===== config.mk =====
export PLATFORM = sky130hd
export DESIGN_NAME = port_arbitration_phase_table
export DESIGN_NICKNAME = d
export VERILOG_FILES = /design/src/include/arb_table_pkg.sv /design/src/rtl/arb_work_mem.sv /design/src/rtl/port_arbitration_phase_table.sv
export VERILOG_INCLUDE_DIRS = /design/src /design/src/include
export SDC_FILE = /design/constraint.sdc
export NUM_CORES = 1
export LEC_CHECK = 0
export BUFFER_PORTS_ARGS = -buffer_cell sky130_fd_sc_hd__buf_2
export CAP_MARGIN = 25
export CORE_UTILIZATION = 56
export CTS_BUF_LIST = sky130_fd_sc_hd__clkbuf_4
export DETAILED_ROUTE_END_ITERATION = 16
export PLACE_DENSITY = 0.7
export SLEW_MARGIN = 20
export SYNTH_ARGS = -nofsm -noshare
export SYNTH_HDL_FRONTEND = slang
export SYNTH_SLANG_ARGS = --single-unit

===== constraint.sdc =====
create_clock -name clk -period 7 [get_ports clk]
set_input_delay 1.05 -clock clk [delete_from_list [all_inputs] [get_ports clk]]
set_output_delay 1.05 -clock clk [all_outputs]
set_load 0.02 [all_outputs]

===== src/include/arb_table_params.svh =====
/*
  Offsets, field positions, reset values and counts for the port arbitration
  phase table. Assumes 32-bit APB data and a 12-bit configuration offset.
*/
`ifndef ARB_TABLE_PARAMS_SVH
`define ARB_TABLE_PARAMS_SVH

// Register offsets
`define ARB_CTRL_OFF     12'h214
`define ARB_STAT_OFF     12'h218
`define ARB_TBL0_OFF     12'h220
`define ARB_TBL1_OFF     12'h224
`define ARB_TBL2_OFF     12'h228

// Field positions
`define ARB_LOAD_BIT     16
`define ARB_SEL_LSB      17
`define ARB_SEL_MSB      19
`define ARB_PEND_BIT     16
`define ARB_SLOT_W       4
`define ARB_SLOTS_WORD   8

// Table geometry
`define ARB_NUM_WORDS    3
`define ARB_NUM_PHASES   24
`define ARB_LAST_WORD    2'h2

// Reset values: phases 0..23 repeat 0x2, 0x4, 0x6 from phase zero
`define ARB_TBL0_RST     32'h42642642
`define ARB_TBL1_RST     32'h26426426
`define ARB_TBL2_RST     32'h64264264
`define ARB_SEL_RST      3'h0

// Port identifiers that name a real ingress port
`define ARB_PORT_ZERO    4'h0
`define ARB_PORT_TWO     4'h2
`define ARB_PORT_FOUR    4'h4

// Scheme select values that consult the table (one bit per select value)
`define ARB_TBL_SCHEMES  8'hfe

`endif


===== src/include/arb_table_pkg.sv =====
/*
  Types shared by the port arbitration phase table files.
  Assumes the constants header is included where numbers are needed.
*/
package arb_table_pkg;

  // APB request carried as one bundle
  typedef struct packed {
    logic        psel;
    logic        penable;
    logic        pwrite;
    logic [11:0] paddr;
    logic [31:0] pwdata;
  } apb_req_type;

  typedef logic [2:0][31:0] arb_words_type;
  typedef logic [3:0]       slot_type;

  typedef enum logic [1:0] {
    LD_IDLE = 2'b00,
    LD_COPY = 2'b01
  } load_state_type;

endpackage : arb_table_pkg


===== src/rtl/arb_work_mem.sv =====
/*
  Working copy of the arbitration table, as seen by the arbitration logic.
  Written one word per cycle by the loader; contents come out of registers.
  Assumes a synchronous active-high reset on the core clock.
*/
`timescale 1ns/1ps
`include "arb_table_params.svh"

module arb_work_mem
  import arb_table_pkg::*;
(
  input  wire logic          clk,
  input  wire logic          rst,
  input  wire logic          we,
  input  wire logic [1:0]    waddr,
  input  wire logic [31:0]   wdata,
  output arb_words_type      words_r
);

  arb_words_type words_nxt;

  // Next contents: one word replaced per write
  always_comb begin
    words_nxt = words_r;
    if (we) begin
      words_nxt[waddr] = wdata;
    end
  end

  // Storage, reset to the default phase pattern
  always_ff @(posedge clk) begin
    if (rst) begin
      words_r <= {`ARB_TBL2_RST, `ARB_TBL1_RST, `ARB_TBL0_RST};
    end else begin
      words_r <= words_nxt;
    end
  end

endmodule : arb_work_mem


===== src/rtl/port_arbitration_phase_table.sv =====
/*
  Port arbitration phase table with APB register access, load and coherency
  handling, and a phase walker that grants one ingress port per period.
  Assumes phase_advance and upstream_mode are driven on clk by core logic.
*/
`timescale 1ns/1ps
`include "arb_table_params.svh"

module port_arbitration_phase_table
  import arb_table_pkg::*;
(
  input  wire logic         clk,
  input  wire logic         rst,
  input  wire apb_req_type  apb_req,
  input  wire logic         upstream_mode,
  input  wire logic         phase_advance,
  output logic [31:0]       prdata_r,
  output logic              pready_r,
  output logic              pslverr_r,
  output slot_type          grant_port_r,
  output logic              grant_valid_r,
  output logic              table_used_r
);

  arb_words_type  table_r, table_nxt, work_words;
  logic [2:0]     sel_r, sel_nxt;
  logic           pend_r, pend_nxt;
  load_state_type ld_r, ld_nxt;
  logic [1:0]     cp_idx_r, cp_idx_nxt;
  logic [4:0]     phase_r, phase_nxt;
  logic [31:0]    prdata_nxt;
  logic           pready_nxt, pslverr_nxt;
  slot_type       grant_port_nxt;
  logic           grant_valid_nxt, table_used_nxt;
  logic           setup, wr_acc, tbl_wr, ctrl_wr, load_req, table_use;
  logic           mapped, mem_we, found;
  logic [4:0]     next_phase;
  slot_type       slot_code [`ARB_NUM_PHASES];
  logic [`ARB_NUM_PHASES-1:0] slot_ok;
  logic           rst_seen_r;
  localparam logic [7:0] table_scheme_mask = `ARB_TBL_SCHEMES;

  // Working table copy read by the phase walker
  arb_work_mem u_work (
    .clk     (clk),
    .rst     (rst),
    .we      (mem_we),
    .waddr   (cp_idx_r),
    .wdata   (table_r[cp_idx_r]),
    .words_r (work_words)
  );

  // Bus decode: one wait-free access phase per transfer
  assign setup   = apb_req.psel & ~apb_req.penable;
  assign wr_acc  = apb_req.psel & apb_req.penable & pready_r & apb_req.pwrite;
  assign tbl_wr  = wr_acc & (apb_req.paddr == `ARB_TBL0_OFF ||
                             apb_req.paddr == `ARB_TBL1_OFF ||
                             apb_req.paddr == `ARB_TBL2_OFF);
  assign ctrl_wr = wr_acc & (apb_req.paddr == `ARB_CTRL_OFF);
  assign load_req  = ctrl_wr & apb_req.pwdata[`ARB_LOAD_BIT] & upstream_mode;
  assign table_use = table_scheme_mask[sel_r];
  assign mapped  = apb_req.paddr == `ARB_CTRL_OFF || apb_req.paddr == `ARB_STAT_OFF ||
                   apb_req.paddr == `ARB_TBL0_OFF || apb_req.paddr == `ARB_TBL1_OFF ||
                   apb_req.paddr == `ARB_TBL2_OFF;
  assign mem_we  = (ld_r == LD_COPY);

  // Per-slot decode of the working copy
  genvar gi;
  generate
    for (gi = 0; gi < `ARB_NUM_PHASES; gi++) begin : g_slot
      assign slot_code[gi] = work_words[gi / `ARB_SLOTS_WORD]
                             [(gi % `ARB_SLOTS_WORD) * `ARB_SLOT_W +: `ARB_SLOT_W];
      assign slot_ok[gi] = slot_code[gi] == `ARB_PORT_ZERO ||
                           slot_code[gi] == `ARB_PORT_TWO  ||
                           slot_code[gi] == `ARB_PORT_FOUR;
    end
  endgenerate

  // Search for the next valid phase after the current one, all in one cycle
  always_comb begin
    logic [5:0] idx;
    idx        = 6'h00;
    found      = 1'b0;
    next_phase = phase_r;
    for (int k = 1; k <= `ARB_NUM_PHASES; k++) begin
      idx = {1'b0, phase_r} + 6'(k);
      if (idx >= 6'(`ARB_NUM_PHASES)) begin
        idx = idx - 6'(`ARB_NUM_PHASES);
      end
      if (!found && slot_ok[idx[4:0]]) begin
        found      = 1'b1;
        next_phase = idx[4:0];
      end
    end
  end

  // Register file next state
  always_comb begin
    table_nxt   = table_r;
    sel_nxt     = sel_r;
    prdata_nxt  = prdata_r;
    pready_nxt  = setup;
    pslverr_nxt = setup & ~mapped;
    if (tbl_wr) begin
      table_nxt[apb_req.paddr[3:2]] = apb_req.pwdata;
    end
    if (ctrl_wr) begin
      sel_nxt = apb_req.pwdata[`ARB_SEL_MSB:`ARB_SEL_LSB];
    end
    if (setup) begin
      case (apb_req.paddr)
        `ARB_TBL0_OFF: prdata_nxt = table_r[0];
        `ARB_TBL1_OFF: prdata_nxt = table_r[1];
        `ARB_TBL2_OFF: prdata_nxt = table_r[2];
        `ARB_CTRL_OFF: prdata_nxt = {12'h000, sel_r, 1'b0, 16'h0000};
        `ARB_STAT_OFF: prdata_nxt = {15'h0000, pend_r, 16'h0000};
        default:       prdata_nxt = 32'h0000_0000;
      endcase
    end
  end

  always_ff @(posedge clk) begin
    if (rst) begin
      table_r   <= {`ARB_TBL2_RST, `ARB_TBL1_RST, `ARB_TBL0_RST};
      sel_r     <= `ARB_SEL_RST;
      prdata_r  <= 32'h0000_0000;
      pready_r  <= 1'b0;
      pslverr_r <= 1'b0;
    end else begin
      table_r   <= table_nxt;
      sel_r     <= sel_nxt;
      prdata_r  <= prdata_nxt;
      pready_r  <= pready_nxt;
      pslverr_r <= pslverr_nxt;
    end
  end

  // Loader and coherency status; a write in the last copy cycle keeps pending set
  always_comb begin
    ld_nxt     = ld_r;
    cp_idx_nxt = cp_idx_r;
    pend_nxt   = pend_r;
    case (ld_r)
      LD_IDLE: begin
        if (load_req) begin
          ld_nxt     = LD_COPY;
          cp_idx_nxt = 2'h0;
        end
      end
      LD_COPY: begin
        cp_idx_nxt = cp_idx_r + 2'h1;
        if (cp_idx_r == `ARB_LAST_WORD) begin
          ld_nxt     = LD_IDLE;
          cp_idx_nxt = 2'h0;
          pend_nxt   = 1'b0;
        end
      end
      default: begin
        ld_nxt     = LD_IDLE;
        cp_idx_nxt = 2'h0;
      end
    endcase
    if (tbl_wr && upstream_mode) begin
      pend_nxt = 1'b1;
    end
    if (!upstream_mode) begin
      pend_nxt = 1'b0;
    end
  end

  always_ff @(posedge clk) begin
    if (rst) begin
      ld_r     <= LD_IDLE;
      cp_idx_r <= 2'h0;
      pend_r   <= 1'b0;
    end else begin
      ld_r     <= ld_nxt;
      cp_idx_r <= cp_idx_nxt;
      pend_r   <= pend_nxt;
    end
  end

  // Phase walker and grant outputs
  always_comb begin
    phase_nxt       = phase_r;
    grant_port_nxt  = grant_port_r;
    grant_valid_nxt = grant_valid_r & table_use;
    table_used_nxt  = table_use;
    if (phase_advance && table_use) begin
      grant_valid_nxt = found;
      if (found) begin
        phase_nxt      = next_phase;
        grant_port_nxt = slot_code[next_phase];
      end
    end
  end

  always_ff @(posedge clk) begin
    if (rst) begin
      phase_r       <= 5'(`ARB_NUM_PHASES - 1);
      grant_port_r  <= 4'h0;
      grant_valid_r <= 1'b0;
      table_used_r  <= 1'b0;
      rst_seen_r    <= 1'b1;
    end else begin
      phase_r       <= phase_nxt;
      grant_port_r  <= grant_port_nxt;
      grant_valid_r <= grant_valid_nxt;
      table_used_r  <= table_used_nxt;
      rst_seen_r    <= 1'b0;
    end
  end
endmodule : port_arbitration_phase_table


==> run_results.csv <==
group,metric,value,unit
floorplan,dieHeight,169,um
grt,track_usage,42.5,%
yosys,synth_top_family_by_area,"simple AND/OR/NAND/NOR gates",
final_layout,syn2layout_area_growth,9.92,%
final_layout,utilization,63.3,%
setup_path,critPathRequiredTime,7.56,ns
floorplan,io_pins,91,
timing,slew_headroom,31.5,%
final_layout,fillers,2415,
floorplan,die_x,169,um
placed_design,placedCellCount,2482,
timing,setup_viol,0,
timing,fin_ws,0.599,ns
floorplan,coreArea,27300,um^2
setup_path,cp-start-kind,"flip-flop",
cts,cts_hold_buf,0,
floorplan,rows,60,
yosys,synth_fa_ha_area_share,1.91,%
drt,drc,0,
yosys,ys.flop_type,"dfxtp_1",
yosys,synth-compound-area-share,24.9,%
yosys,avgSynthCellArea,7.49,um^2
cts,clk_pin_slew_worst_paths,0.07,ns
pwr,report.power.total,2.56,mW
floorplan,initial_core_util,57.6,%
pwr,p_leak,6.83,nW
grt,grt_overflow,0,
yosys,netlist_top_cells_area,"dfxtp_1, nand2_1, a21oi_1",
run_status,status,"finished clean",
placed_design,place_ws,0.721,ns
yosys,synthSimpleGateAreaFrac,25.8,%
drt,first_pass_iters,6,
timing,max_freq,156,MHz
pwr,power.density,148,nW/um^2
placed_design,gp_congestion,1.09,
yosys,synth_edf_count,0,
cts,cts_buffers,57,
timing,min_period_over_period,91.4,%
pwr,ir_drop,0.188,mV
yosys,netlist.area_leader.share,31.3,%
yosys,syn_nets,2168,
cts,cts_resized,0,
yosys,synth-xor-area-share,2.22,%
grt,grt_pass1_wl,93.4,mm
cts,cts_root_buffer,"clkbuf_4",
yosys,synth-seq-cells,245,
cts,clk_latency,0.70,ns
final_layout,instances_no_fill,2574,
drt,drt-initial-drc-count,2122,
yosys,async_reset_ff_share,0,%
hold_path,min_path_type,"reg2reg",
grt,grt_max_degree,75,
drt,drt-wirelength-per-cell,23.8,um
setup_path,cp_max_fo,31,
setup_path,crit_type,"reg2reg",
setup_path,cp-end-kind,"flip-flop",
drt,drtAntennaViolNets,0,
flow_run,cap_violations,0,
cts,clock_path_buffers,3,
placed_design,hpwl,45.7,mm
final_layout,layout-drive-gt1-share,14.8,%
timing,worst_clock_skew,0.0696,ns
drt,wirelength,61.3,mm
timing,tightest_slew,1.02,ns
yosys,yosysTopAreaCell,"dfxtp_1",
timing,period_needed,6.40,ns
floorplan,dieArea,28700,um^2
drt,vias_per_cell,6.66,
timing,slew_violations,0,
cts,cts_max_level,2,
drt,routed-via-count,17100,
cts,cts_setup_buffers,0,
cts,cts.sinks,245,
yosys,synthCells,2093,
yosys,syn_area,15700,um^2
grt,antenna_found_initial,1,
yosys,synth_cell_types,92,
timing,hold_viol,0,
timing,rsz0062_at_grt,"no",
cts,cts_tree,"yes",
yosys,synthMuxAreaShare,9.41,%
final_layout,final_nets,2244,
setup_path,worstPathArrival,6.96,ns
yosys,yosys_warnings,0,
yosys,ys_seq_area_share,31.3,%
grt,grt_pass1_vias,15900,
timing,tns,0,ns
placed_design,io_buffers,90,
cell families (layout without fill, tap and decap cells):
group | count (synthesis) | count (layout)
AO/OA/AOI/OAI | 598 | 598
XOR/XNOR | 38 | 38
adder cells (fa/ha/maj) | 24 | 24
buffers and inverters | 170 | 278
flip-flops | 245 | 245
multiplexers | 117 | 117
other | 0 | 1
AND/OR/NAND/NOR | 901 | 901
path summary, 6_finish.rpt:
kind	from	end	slack (ns)	depth (start not counted)
max reg2reg	phase_r[2]	grant_port_r[2]	0.60	21
max	phase_r[2]	grant_port_r[2]	0.60	21
min reg2reg	u_work.words_r[83]	u_work.words_r[83]	0.46	2
min	u_work.words_r[83]	u_work.words_r[83]	0.46	2
cells in the final DEF (no fill, tap or decap), drive strengths merged, types with 8 or more instances in the layout:
| cell | instances |
|---|---|
| a2111oi | 10 |
| a211o | 27 |
| a211oi | 37 |
| a21boi | 8 |
| a21o | 16 |
| a21oi | 203 |
| a22oi | 38 |
| a31oi | 20 |
| and2 | 18 |
| and3 | 16 |
| buf | 160 |
| clkbuf | 81 |
| clkinv | 10 |
| dfxtp | 245 |
| ha | 24 |
| inv | 27 |
| mux2 | 14 |
| mux2i | 81 |
| mux4 | 22 |
| nand2 | 506 |
| nand2b | 16 |
| nand3 | 97 |
| nand3b | 10 |
| nand4 | 16 |
| nor2 | 108 |
| nor2b | 18 |
| nor3 | 42 |
| o211a | 10 |
| o211ai | 18 |
| o21a | 12 |
| o21ai | 96 |
| o22ai | 20 |
| o31ai | 11 |
| or2 | 11 |
| or3 | 9 |
| xnor2 | 33 |
through the flow:
| step | instance area [um^2] | hold WS, ns |
|---|---|---|
| 6_report | 17200 | 0.455 |
| 5_1_grt | 17200 | 0.485 |
| 3_3_place_gp | 16500 | 0.443 |
| 2_1_floorplan | 15700 | 0.432 |
| 4_1_cts | 17200 | 0.457 |
| 3_5_place_dp | 16600 | 0.448 |
report_power, final:
group          switching (mW)  internal, mW
clock                   0.542         0.526
combinational          0.0660        0.0254
sequential           0.000809          1.40
total                   0.609          1.95
sequential cells by signal, indices dropped and copies added, names as in the netlist:
register        flops
u_work.words_r     96
table_used_r        1
table_use           1
prdata_r           32
pend_r              1
ld_r                1
table_r            96
phase_r             5
cp_idx_r            2
grant_valid_r       1
pready_r            1
grant_port_r        4
pslverr_r           1
sel_r               3
cell type report:
type,instances,area (um^2),area share [%]
Tap cell,372,465,2.70
Antenna cell,1,2.50,0.0145
Multi-Input combinational cell,1678,10100,58.7
Clock buffer,81,608,3.53
Clock inverter,10,47.5,0.276
Sequential cell,245,4910,28.5
Timing Repair Buffer,160,983,5.70
Inverter,27,101,0.588
critical path, stage by stage, from the launching register on:
cell and delay (ns):
dfxtp_1 0.34, buf_4 0.41, ha_1 0.60, xnor2_1 0.33
inv_1 0.12, ha_1 0.22, nand3b_1 0.15, a21oi_1 0.09
a31oi_1 0.37, mux2_2 0.41, o21bai_1 0.49, nor3_1 0.15
and3_1 0.22, a41o_1 0.19, a2111oi_0 0.59, nor3_1 0.10
a211o_1 0.47, buf_4 0.23, mux4_2 0.28, mux2_2 0.28
nor3b_2 0.15, a211oi_1 0.06
cell usage after synthesis, drive strengths merged (20+ instances only):
| master | instances |
|---|---|
| nand3 | 97 |
| mux4 | 22 |
| xnor2 | 33 |
| nor2 | 108 |
| inv | 26 |
| o22ai | 20 |
| ha | 24 |
| a211o | 27 |
| buf | 31 |
| a21oi | 203 |
| mux2i | 81 |
| dfxtp | 245 |
| clkbuf | 112 |
| nand2 | 506 |
| a31oi | 20 |
| nor3 | 42 |
| o21ai | 96 |
| a22oi | 38 |
| a211oi | 37 |
routing by layer:
metal  GRT usage [%]  wire [um]  up-vias
li1                -          -     7723
met1            51.6      23100     8079
met5               0          0        -
met4            28.1       4590        0
met3            6.32       5510      253
met2            69.9      28100     1083
No activity file was read; power rests on OpenSTA's default activity.
